$ cat config.mk
export PLATFORM = sky130hd
export DESIGN_NAME = crc_engine
export DESIGN_NICKNAME = d
export VERILOG_FILES = /design/src/include/crc_pkg.sv /design/src/design/crc_engine.sv /design/src/design/crc_fifo.sv
export SDC_FILE = /design/constraint.sdc
export NUM_CORES = 2
export LEC_CHECK = 0
export ABC_AREA = 1
export BUFFER_PORTS_ARGS = -buffer_cell sky130_fd_sc_hd__clkbuf_2
export CORE_ASPECT_RATIO = 0.9
export CORE_MARGIN = 10
export CORE_UTILIZATION = 30
export DETAILED_ROUTE_END_ITERATION = 12
export SLEW_MARGIN = 0
export SYNTH_ARGS = -nofsm -noshare
export SYNTH_HDL_FRONTEND = slang
export SYNTH_SLANG_ARGS = --single-unit
$ cat constraint.sdc
create_clock -name i_clk -period 6.87 [get_ports i_clk]
set_input_delay 1.0305 -clock i_clk [delete_from_list [all_inputs] [get_ports i_clk]]
set_output_delay 1.0305 -clock i_clk [all_outputs]
set_load 0.01 [all_outputs]
$ cat src/include/crc_pkg.sv
// constants shared by the checksum engine and the bench models
`default_nettype none

package crc_pkg;

  // ----------------------------------------------------------------
  // register port
  // ----------------------------------------------------------------
  localparam int unsigned ADDR_W     = 8;
  localparam int unsigned DATA_W     = 32;
  localparam int unsigned FIFO_DEPTH = 16;

  localparam logic [7:0] ADDR_CTRL = 8'h00;
  localparam logic [7:0] ADDR_SEED = 8'h04;
  localparam logic [7:0] ADDR_SUM  = 8'h08;
  localparam logic [7:0] ADDR_DATA = 8'h0c;
  localparam logic [7:0] ADDR_POLY = 8'h10;
  localparam logic [7:0] ADDR_STAT = 8'h14;

  // ----------------------------------------------------------------
  // field positions
  // ----------------------------------------------------------------
  localparam int unsigned CTRL_SEL_LSB = 0;
  localparam int unsigned CTRL_IN_REV  = 2;
  localparam int unsigned CTRL_IN_CMP  = 3;
  localparam int unsigned CTRL_OUT_REV = 4;
  localparam int unsigned CTRL_OUT_CMP = 5;
  localparam int unsigned STAT_BUSY    = 0;
  localparam int unsigned STAT_OVF     = 1;
  localparam int unsigned STAT_LVL_LSB = 8;

  // ----------------------------------------------------------------
  // polynomial select codes and left-aligned generators
  // ----------------------------------------------------------------
  localparam logic [1:0] SEL_CCITT = 2'h0;
  localparam logic [1:0] SEL_CRC16 = 2'h1;
  localparam logic [1:0] SEL_CRC32 = 2'h2;
  localparam logic [1:0] SEL_PROG  = 2'h3;

  localparam logic [31:0] POLY_CCITT = 32'h1021_0000;
  localparam logic [31:0] POLY_CRC16 = 32'h8005_0000;
  localparam logic [31:0] POLY_CRC32 = 32'h04c1_1db7;

  // ----------------------------------------------------------------
  // write sizes of the data register
  // ----------------------------------------------------------------
  localparam logic [1:0] SZ_BYTE = 2'h0;
  localparam logic [1:0] SZ_HALF = 2'h1;
  localparam logic [1:0] SZ_WORD = 2'h2;

  // ----------------------------------------------------------------
  // reset values and output complement masks
  // ----------------------------------------------------------------
  localparam logic [1:0]  SEL_RST  = 2'h2;
  localparam logic [31:0] POLY_RST = 32'h04c1_1db7;
  localparam logic [31:0] SEED_RST = 32'h0000_0000;
  localparam logic [31:0] MASK_16  = 32'h0000_ffff;
  localparam logic [31:0] MASK_32  = 32'hffff_ffff;

endpackage : crc_pkg

`default_nettype wire

$ cat src/design/crc_engine.sv
// checksum engine: register port, data queue and byte-wide stepper
//
// The register offsets and the plain strobed port are this design's own decisions.
`default_nettype none

// How it works
// Software picks one of three fixed generators, CCITT, 16 or 32.
// The CCITT choice divides by x16 + x12 + x5 + 1.
// The 16-bit choice divides by x16 + x15 + x2 + 1.
// The 32-bit choice divides by the usual fifteen-term generator.
// Input bytes and the final sum can each be reversed and inverted.
// Writing the seed register loads the accumulator before data.
// Data arrives by single writes or back-to-back queued writes.
// A data write is 8, 16 or 32 bits and exactly that many are used.
// A byte write is folded into the sum in one clock.
// A halfword write takes two byte steps, two clocks.
// A word write takes four byte steps, four clocks.
// A fourth choice uses a generator written by software.
// Bytes go lowest first; read the sum once the busy bit is clear.

module crc_engine #(
  parameter int unsigned FIFO_DEPTH = crc_pkg::FIFO_DEPTH
) (
  input  wire logic                       i_clk,
  input  wire logic                       i_rst_b,
  input  wire logic [crc_pkg::ADDR_W-1:0] i_addr,
  input  wire logic [31:0]                i_wdata,
  input  wire logic [1:0]                 i_size,
  input  wire logic                       i_wr,
  input  wire logic                       i_rd,
  output logic      [31:0]                o_rdata,
  output logic                            o_data_ready
);

  // ----------------------------------------------------------------
  // parameter checks and local widths
  // ----------------------------------------------------------------
  localparam int unsigned EW = 2 + crc_pkg::DATA_W; // size + data
  localparam int unsigned LW = $clog2(FIFO_DEPTH + 1);

  if (LW > 8) begin : g_bad_depth
    $error("crc_engine queue level must fit the status field");
  end

  typedef enum logic {ST_IDLE, ST_RUN} eng_state_t;

  typedef struct packed {
    eng_state_t  state;
    logic [1:0]  sel;
    logic        in_rev;
    logic        in_cmp;
    logic        out_rev;
    logic        out_cmp;
    logic [31:0] poly;
    logic [31:0] acc;
    logic [31:0] sh;
    logic [2:0]  cnt;
    logic        ovf;
    logic [31:0] rdata;
  } eng_st_t;

  localparam eng_st_t RST = '{
    state:   ST_IDLE,
    sel:     crc_pkg::SEL_RST,
    in_rev:  1'b0,
    in_cmp:  1'b0,
    out_rev: 1'b0,
    out_cmp: 1'b0,
    poly:    crc_pkg::POLY_RST,
    acc:     crc_pkg::SEED_RST,
    sh:      32'h0000_0000,
    cnt:     3'h0,
    ovf:     1'b0,
    rdata:   32'h0000_0000
  };

  eng_st_t        st_q;
  eng_st_t        st_d;

  logic           wr_data;
  logic           size_ok;
  logic           push;
  logic           f_ready;
  logic           f_valid;
  logic [EW-1:0]  f_data;
  logic [LW-1:0]  f_level;
  logic           pop;
  logic           step;
  logic           wide16;
  logic [31:0]    poly_w;
  logic [7:0]     tb;
  logic [2:0]     nbytes;
  logic [31:0]    sum_plain;
  logic [31:0]    sum_out;

  // ----------------------------------------------------------------
  // one byte through the divider, msb first, left-aligned
  // ----------------------------------------------------------------
  function automatic logic [31:0] crc_step(
    input logic [31:0] c,
    input logic [7:0]  b,
    input logic [31:0] p
  );
    logic [31:0] r;
    r = c ^ {b, 24'h00_0000};
    for (int i = 0; i < 8; i++) begin
      r = r[31] ? ((r << 1) ^ p) : (r << 1);
    end
    return r;
  endfunction : crc_step

  // ----------------------------------------------------------------
  // data queue: writes land here, the stepper drains it
  // ----------------------------------------------------------------
  assign wr_data = i_wr && (i_addr == crc_pkg::ADDR_DATA);
  assign size_ok = (i_size != 2'h3);
  assign push    = wr_data && size_ok;

  crc_fifo #(
    .WIDTH (EW),
    .DEPTH (FIFO_DEPTH)
  ) u_queue (
    .i_clk   (i_clk),
    .i_rst_b (i_rst_b),
    .i_valid (push),
    .i_data  ({i_size, i_wdata}),
    .o_ready (f_ready),
    .o_valid (f_valid),
    .o_data  (f_data),
    .i_ready (pop),
    .o_level (f_level)
  );

  // dma paces itself on this flag
  assign o_data_ready = f_ready;

  // ----------------------------------------------------------------
  // generator selection
  // ----------------------------------------------------------------
  always_comb begin
    wide16 = 1'b0;
    case (st_q.sel)
      crc_pkg::SEL_CCITT: begin
        poly_w = crc_pkg::POLY_CCITT;
        wide16 = 1'b1;
      end
      crc_pkg::SEL_CRC16: begin
        poly_w = crc_pkg::POLY_CRC16;
        wide16 = 1'b1;
      end
      crc_pkg::SEL_CRC32: begin
        poly_w = crc_pkg::POLY_CRC32;
      end
      default: begin
        poly_w = st_q.poly;
      end
    endcase
  end

  // ----------------------------------------------------------------
  // byte feed: lowest byte of the held word first
  // ----------------------------------------------------------------
  always_comb begin
    tb = st_q.sh[7:0];
    if (st_q.in_rev) begin
      tb = {<<{tb}};
    end
    if (st_q.in_cmp) begin
      tb = ~tb;
    end
  end

  // bytes per queued entry, exactly the written width
  always_comb begin
    case (f_data[EW-1 -: 2])
      crc_pkg::SZ_BYTE: nbytes = 3'h1;
      crc_pkg::SZ_HALF: nbytes = 3'h2;
      default:          nbytes = 3'h4;
    endcase
  end

  // next word is taken while the last byte of the current one steps
  assign step = (st_q.state == ST_RUN);
  assign pop  = f_valid && (st_q.cnt <= 3'h1);

  // ----------------------------------------------------------------
  // checksum as software sees it
  // ----------------------------------------------------------------
  always_comb begin
    sum_plain = wide16 ? {16'h0000, st_q.acc[31:16]} : st_q.acc;
    sum_out   = sum_plain;
    if (st_q.out_rev) begin
      // reversing the left-aligned sum lands it right-aligned
      sum_out = wide16 ? {<<{{st_q.acc[31:16], 16'h0000}}}
                       : {<<{st_q.acc}};
    end
    if (st_q.out_cmp) begin
      sum_out = sum_out ^ (wide16 ? crc_pkg::MASK_16
                                  : crc_pkg::MASK_32);
    end
  end

  // ----------------------------------------------------------------
  // next state: stepper, register writes, read data
  // ----------------------------------------------------------------
  always_comb begin
    st_d = st_q;

    // one byte per clock while running
    if (step) begin
      st_d.acc = crc_step(st_q.acc, tb, poly_w);
      st_d.sh  = st_q.sh >> 8;
      st_d.cnt = st_q.cnt - 3'h1;
    end
    if (pop) begin
      st_d.sh  = f_data[31:0];
      st_d.cnt = nbytes;
    end
    st_d.state = (st_d.cnt != 3'h0) ? ST_RUN : ST_IDLE;

    // register writes
    if (i_wr) begin
      case (i_addr)
        crc_pkg::ADDR_CTRL: begin
          st_d.sel     = i_wdata[crc_pkg::CTRL_SEL_LSB +: 2];
          st_d.in_rev  = i_wdata[crc_pkg::CTRL_IN_REV];
          st_d.in_cmp  = i_wdata[crc_pkg::CTRL_IN_CMP];
          st_d.out_rev = i_wdata[crc_pkg::CTRL_OUT_REV];
          st_d.out_cmp = i_wdata[crc_pkg::CTRL_OUT_CMP];
        end
        crc_pkg::ADDR_SEED: begin
          // seed wins over a byte step in the same clock
          st_d.acc = wide16 ? {i_wdata[15:0], 16'h0000}
                            : i_wdata;
        end
        crc_pkg::ADDR_POLY: begin
          st_d.poly = i_wdata;
        end
        crc_pkg::ADDR_STAT: begin
          if (i_wdata[crc_pkg::STAT_OVF]) begin
            st_d.ovf = 1'b0;
          end
        end
        default: begin
        end
      endcase
    end

    // a lost data write sets the flag after any clear
    if (wr_data && size_ok && !f_ready) begin
      st_d.ovf = 1'b1;
    end

    // read data stand for one cycle only
    st_d.rdata = 32'h0000_0000;
    if (i_rd) begin
      case (i_addr)
        crc_pkg::ADDR_CTRL: begin
          st_d.rdata[crc_pkg::CTRL_SEL_LSB +: 2] = st_q.sel;
          st_d.rdata[crc_pkg::CTRL_IN_REV]       = st_q.in_rev;
          st_d.rdata[crc_pkg::CTRL_IN_CMP]       = st_q.in_cmp;
          st_d.rdata[crc_pkg::CTRL_OUT_REV]      = st_q.out_rev;
          st_d.rdata[crc_pkg::CTRL_OUT_CMP]      = st_q.out_cmp;
        end
        crc_pkg::ADDR_SEED: begin
          st_d.rdata = sum_plain;
        end
        crc_pkg::ADDR_SUM: begin
          st_d.rdata = sum_out;
        end
        crc_pkg::ADDR_POLY: begin
          st_d.rdata = st_q.poly;
        end
        crc_pkg::ADDR_STAT: begin
          st_d.rdata[crc_pkg::STAT_BUSY] = step || f_valid;
          st_d.rdata[crc_pkg::STAT_OVF]  = st_q.ovf;
          st_d.rdata[crc_pkg::STAT_LVL_LSB +: LW] = f_level;
        end
        default: begin
        end
      endcase
    end
  end

  // ----------------------------------------------------------------
  // state register
  // ----------------------------------------------------------------
  always_ff @(posedge i_clk) begin
    if (!i_rst_b) begin
      st_q <= RST;
    end else begin
      st_q <= st_d;
    end
  end

  assign o_rdata = st_q.rdata;
endmodule : crc_engine

`default_nettype wire

$ cat src/design/crc_fifo.sv
// data queue between the register port and the byte stepper
`default_nettype none

module crc_fifo #(
  parameter int unsigned WIDTH = 34,
  parameter int unsigned DEPTH = 16
) (
  input  wire logic                         i_clk,
  input  wire logic                         i_rst_b,
  input  wire logic                         i_valid,
  input  wire logic [WIDTH-1:0]             i_data,
  output logic                              o_ready,
  output logic                              o_valid,
  output logic [WIDTH-1:0]                  o_data,
  input  wire logic                         i_ready,
  output logic [$clog2(DEPTH+1)-1:0]        o_level
);

  localparam int unsigned AW = $clog2(DEPTH);
  localparam int unsigned LW = $clog2(DEPTH + 1);

  // refuse depths the pointer wrap cannot serve
  if ((DEPTH < 2) || ((DEPTH & (DEPTH - 1)) != 0)) begin : g_bad_depth
    $error("crc_fifo depth must be a power of two, at least two");
  end

  typedef struct packed {
    logic [DEPTH-1:0][WIDTH-1:0] mem;
    logic [AW-1:0]               wp;
    logic [AW-1:0]               rp;
    logic [LW-1:0]               lvl;
    logic                        rdy;
  } fifo_st_t;

  localparam fifo_st_t RST = fifo_st_t'(1); // empty, ready

  fifo_st_t st_q;
  fifo_st_t st_d;
  logic     push;
  logic     pop;

  // ----------------------------------------------------------------
  // next state
  // ----------------------------------------------------------------
  always_comb begin
    st_d = st_q;
    push = i_valid && st_q.rdy;
    pop  = i_ready && (st_q.lvl != '0);
    if (push) begin
      st_d.mem[st_q.wp] = i_data;
      st_d.wp           = st_q.wp + 1'b1;
    end
    if (pop) begin
      st_d.rp = st_q.rp + 1'b1;
    end
    st_d.lvl = st_q.lvl + LW'(push) - LW'(pop);
    st_d.rdy = (st_d.lvl != LW'(DEPTH)); // back-pressure to the source
  end

  always_ff @(posedge i_clk) begin
    if (!i_rst_b) begin
      st_q <= RST;
    end else begin
      st_q <= st_d;
    end
  end

  // outputs straight from state
  assign o_ready = st_q.rdy;
  assign o_valid = (st_q.lvl != '0);
  assign o_data  = st_q.mem[st_q.rp];
  assign o_level = st_q.lvl;

endmodule : crc_fifo

`default_nettype wire

# After elaboration in Yosys (flattened, before gate mapping)
# Cells that the tools add are included.
[op_classes] eq_ne=10 n_reduce_logical=23 mux=38 add_sub_neg=5 order_cmp=4 bitwise_logic=11
[ops] op="$bwmux W544" count=1
[ops] op="$mux W32" count=16
[ops] op="$xor A32 B32 Y32" count=10
[ops] op="$bmux W34 S4" count=1
[ops] op="$demux W34 S4" count=1
[ops] op="$pmux W32 S3" count=1
[ops] op="$mux W34" count=2
[ops] op="$mux W67" count=1
[ops] op="$pmux W19 S3" count=1
[ops] op="$mux W35" count=1
[ops] op="$pmux W5 S4" count=1
[ops] op="$eq A8 B4 Y1 const B" count=2
[ops] op="$eq A8 B5 Y1 const B" count=2
[ops] op="$mux W8" count=2
[ops] op="$pmux W4 S4" count=1
[ops] op="$lt A4 B5 Y1 const B" count=2
[ops] op="$pmux W2 S5" count=1
[ops] op="$add A4 B1 Y4 const B" count=2
[ops] op="$eq A8 B3 Y1 const B" count=1
[ops] op="$logic_not A8 Y1" count=1
[ops] op="$not A8 Y8" count=1
[ops] op="$reduce_bool A2 Y1" count=4
[ops] op="$logic_and A1 B1 Y1" count=7
[ops] op="$mux W1" count=6
[ops] op="19 further kinds" count=23
[totals] output_inout_bits=33 wordCells=123 input_bits=46 ff_bits=697

# Longest topological paths before layout
[logic_depth] ltp_word=24 depth_mapped=33 depth_no_buf=31

# Hierarchy
# A second synthesis with hierarchy kept.
[hier_totals] cells_unflattened=6092 area_unflattened_um2=37952.6
[by_module_without_submodules] mod="crc_fifo" seq_area_each_um2=11170.7 area_each_um2=25219.2 cells_per_inst=3857 n_inst=1
[by_module_without_submodules] mod="crc_engine" seq_area_each_um2=2782.7 area_each_um2=12733.5 cells_per_inst=2235 n_inst=1

# Least setup slack after synthesis
# No wires, ideal clock.
[synth_timing] path_kind="input to register" startpoint="input port i_addr[7] in the netlist's numbering" endpoint="register u_queue.st_q[411] in the netlist's numbering" path_slack_ns=3.645 arrival_ns=3.097 setup_time_ns=0.128 path_buffers=1 path_stages=15 required_ns=6.742 cell_sequence="nor2_1 -> inv_1 -> nor3_1 -> inv_1 -> a211oi_1 -> nand3_1 -> inv_1 -> nand2_1 -> nor2_1 -> inv_1 -> nor2_1 -> clkinv_1 -> clkbuf_1 -> o21ai_0 -> a21oi_1"
[synth_between] elab_chain_cells=4
[synth_lines] element="from (decl)" line="crc_engine.sv:26" source="input wire logic [crc_pkg::ADDR_W-1:0] i_addr,"
[synth_lines] element="$eq A8 B4 Y1" line="crc_engine.sv:115" source="assign wr_data = i_wr && (i_addr == crc_pkg::ADDR_DATA);"
[synth_lines] element="$logic_and A1 B1 Y1" line="crc_engine.sv:115"
[synth_lines] element="$logic_and A1 B1 Y1" line="crc_engine.sv:117" source="assign push = wr_data && size_ok;"
[synth_lines] element="$logic_and A1 B1 Y1" line="crc_fifo.sv:47" source="push = i_valid && st_q.rdy;"
[synth_lines] element="named net u_queue.push" line="crc_fifo.sv:39" source="logic push;"
[synth_lines] element="to (signal assigned)" line="crc_fifo.sv:64" source="st_q <= st_d;"
[synth_lines] element="to (decl)" line="crc_fifo.sv:37" source="fifo_st_t st_q;"
# The timed path passes the listed nets, and every way through them passes these cells.
# A chain may end at the register's enable or synchronous reset.

# Worst setup path after layout
[layout_timing] startpoint="register st_q[136] in the netlist's numbering" endpoint="register st_q[69] in the netlist's numbering"
[layout_between] elab_chain_cells=20 elab_cells_between_ends=26 classes_between="eq/ne: 2; mux: 14; bitwise: 8; reduce/logical: 2"
[layout_lines] element="from (decl)" line="crc_engine.sv:77" source="eng_st_t st_q;"
[layout_lines] element="from (signal assigned)" line="crc_engine.sv:292" source="st_q <= st_d;"
[layout_lines] element="$eq A2 B2 Y1, or another cell as far along" line="crc_engine.sv:142" source="case (st_q.sel)"
[layout_lines] element="$pmux W32 S3" line="crc_engine.sv:142"
[layout_lines] element="$xor A32 B32 Y32" line="crc_engine.sv:107" source="r = r[31] ? ((r << 1) ^ p) : (r << 1);"
[layout_lines] element="$mux W32" line="crc_engine.sv:107"
[layout_lines] element="$xor A32 B32 Y32" line="crc_engine.sv:107"
[layout_lines] element="$mux W32" line="crc_engine.sv:107"
[layout_lines] element="$xor A32 B32 Y32" line="crc_engine.sv:107"
[layout_lines] element="$mux W32" line="crc_engine.sv:107"
[layout_lines] element="[4 not listed]"
[layout_lines] element="$xor A32 B32 Y32" line="crc_engine.sv:107"
[layout_lines] element="$mux W32" line="crc_engine.sv:107"
[layout_lines] element="$mux W32 / $xor A32 B32 Y32 (equally long branches)" line="crc_engine.sv:107"
[layout_lines] element="$xor A32 B32 Y32 / $mux W32 (equally long branches)" line="crc_engine.sv:107"
[layout_lines] element="$mux W32" line="crc_engine.sv:107"
[layout_lines] element="$mux W67" line="crc_engine.sv:210" source="if (step) begin"
[layout_lines] element="$mux W32" line="crc_engine.sv:223" source="case (i_addr)"
[layout_lines] element="$mux W32 *" line="crc_engine.sv:222" source="if (i_wr) begin"
# Mark *: on every way between the ends. The rest lies on a longest branch, timed or not. The select of a mux whose other input is x is not followed.

==> impl_results.md <==
* Status: finished clean
* Static Leak at between 15 and 20 nW
* Worst-Skew Late Latency at 0.66 ns
* Pin count of the biggest net entering global routing at 203
* Mean Syn Cell Area at between 6 and 7 sq um
* DRC Markers at 0
* Final hold slack at 0.448 ns
* Placed insts at around 6600
* Worst hold path class: reg -> reg
* CP Class: reg -> reg
* Maximum vdd drop at 0.255 mV
* Routing usage on met2 at 0.278
* Row Count at 120
* Critical Path Sink Type: flop
* Final Routed Wirelength at 137 mm
* Yosys top cell area share at 0.385
* Pins Over Slew Limit at 0
* Pwr Total at 15.0 mW
* First-pass GRT wire length at 205 mm
* Dominant cell type by area after synthesis: dfxtp_1
* CTS tree: yes
* Post-route antenna net violation count at 0
* Clk root buf: clkbuf_16
* Most frequent cells in the layout: o21ai_0 (963), nand2_1 (774), dfxtp_1 (691)
* Cells after Synth at ~5400
* Share of flip-flops with an asynchronous set or reset at 0
* Total clock sinks at 697
* Power density over the cells at 377 nW/um^2
* RSZ-0062 raised after global routing: no
* Die area at 135000 sq um
* Clk pin slew, worst setup/hold paths at ~0.080 ns
* Worst Path Arrival at roughly 5.8 ns
* Post_cts resized at 0
* Tcrit/Tclk final at 0.768
* Number of primary I/O pins at 79
* Starting density of the core at 0.304
* Final setup viols at 0
* Initial DRC count at between 4000 and 5000
* Commonest non-fill, non-tap cell in the layout: o21ai_0
* Area after DPL at 37300 sq um
* Number of buffers created by CTS at 69
* Actual slew at the worst max-slew pin at 1.26 ns
* Yosys warns at 0
* Total track usage at 0.191
* Area growth syn-to-layout at 9.29%
* Busiest layer in global routing: met1
* Layout Cells excl Fill at a little under 7000
* Synthesized area at 36300 sq um
* Drt pass-1 iters at 7
* Fin area at 39600 sq um
* Vias in the first global route at around 32000
* Port Buf Inserts at 78
* Worst Path Required at 7.42 ns
* Post-synth cell types at 51
* Worst Skew at around 0.031 ns
* Register area share after synthesis at 0.385
* Die Height at 350 um
* Horiz. Die Dim at 387 um
* Initial antenna violation count at 3
* Final min period at 5.28 ns
* Via count at 36781
* Syn nets at 5462
* Nature of the critical path startpoint: flop
* Post-synth EDFFs at 0
* H-tree depth at 3
* Detailed placement HPWL at 84.1 mm
* #FFs+latches synth at 697
* Final Hold Fails at 0
* Average routed wire per standard cell at 20.3 um
* Clock Path Buffers at 3
* Met3 usage at 0.0382
* Crit Path Max Fanout at 52
* Met1 usage at 0.279
* Top_reg_cell synth: dfxtp_1
* Net count, final at slightly above 5000
* Post-CTS Repair Setup Buffers at 0
* Fin Setup TNS at 0 ns
* Area contributors post-synth: dfxtp_1 (38%), o21ai_0 (13%), nand2_1 (8.0%), a21oi_1 (8.0%), nor2_1 (7.2%)
* Fraction of final layout cells sized beyond drive strength 1 at 0.0725
* Slew headroom at 0.156
* F_max at 189 MHz
* Post-CTS Hold Buffers at 0
* Final Wtd Congestion at 0.948
* Vias/cell at around 5.4
* Core Region at 120000 sq um
* Max Cap Viol at 0
* GRT overflow at 0
==> report_power, final <==
part,internal [mW],switching [mW]
Sequential,4.20,0.338
Clock,2.23,1.75
Combinational,2.05,4.38
Total,8.48,6.47
==> state kept, by name (all words and copies together), names as in the netlist <==
signal	cells
u_queue.o_level	5
st_q	106
u_queue.o_ready	1
u_queue.st_q	552
o_rdata	32
step	1
==> critical path, stage by stage, from the launching register on <==
cell,delay [ns]
dfxtp_1,0.31
buf_4,0.24
nand2_2,0.18
nor2_2,0.61
nand3_1,0.20
nand2_1,0.10
nand2_1,0.09
nand2_2,0.09
nand2_2,0.19
nor2_1,0.16
nand2_1,0.10
nand2_4,0.46
nand3_4,0.25
nand2_4,0.27
nor2_2,0.06
nand2_2,0.07
nand2_4,0.07
nand2_1,0.06
nand2_1,0.06
nand2_2,0.22
nand3_4,0.52
nand2_4,0.47
inv_1,0.10
nand2_1,0.08
nand2_1,0.04
nand2_1,0.05
a21oi_1,0.08
==> cell usage after synthesis, types with 24 or more instances <==
| master | number |
|---|---|
| buf_4 | 50 |
| nor2_1 | 694 |
| o22ai_1 | 43 |
| xnor2_1 | 44 |
| xor2_1 | 52 |
| o211ai_1 | 111 |
| buf_1 | 32 |
| a31oi_1 | 26 |
| o21ai_0 | 963 |
| clkbuf_1 | 368 |
| o221ai_1 | 45 |
| clkinv_1 | 31 |
| inv_1 | 353 |
| or2_2 | 28 |
| nand3_1 | 305 |
| nand2_1 | 774 |
| a21oi_1 | 580 |
| nand4_1 | 24 |
| dfxtp_1 | 697 |
| buf_2 | 40 |
==> kinds of logic after synthesis <==
kind of cell	count (synthesis)	share of synthesized area
AOI/OAI and AO/OA	1816	0.270
adders and majority gates	14	0.00504
and+or+nand+nor	1884	0.216
buffers and inverters	894	0.101
muxes	1	0.000276
xor gates and xnor gates	96	0.0232
DFF	697	0.385
==> cell type report <==
cell class	count	area [sq um]
flip-flops and latches	697	14000
fillers	12806	79900
clock inverters	29	355
inverters	392	1480
repair buffers	163	1060
diodes	3	7.51
multi-input cells	3811	18800
clock buffers	96	1980
well taps	1586	1980
==> through the flow <==
step,utilization,setup WS [ns]
finish,0.332,1.59
global route,0.332,1.15
CTS,0.332,1.65
detailed placement,0.312,1.64
global placement,0.312,1.79
floorplan,-,3.64
==> path summary, 6_finish.rpt <==
| path | start | to | slack (ns) | depth (start not counted) |
|---|---|---|---|---|
| worst min-delay path | u_queue.st_q[516] | u_queue.st_q[516] | 0.45 | 2 |
| worst max-delay path | st_q[136] | st_q[69] | 1.59 | 26 |
| worst max register to register | st_q[136] | st_q[69] | 1.59 | 26 |
| worst min register to register | u_queue.st_q[516] | u_queue.st_q[516] | 0.45 | 2 |
==> routing by layer <==
layer	wire, um	up-vias	share of wire
li1	-	17488	-
met3	13300	277	0.097
met5	26	-	0.00019
met4	4400	4	0.032
met2	56700	1725	0.41
met1	62900	17287	0.46
(Power assumes the default switching activity.)
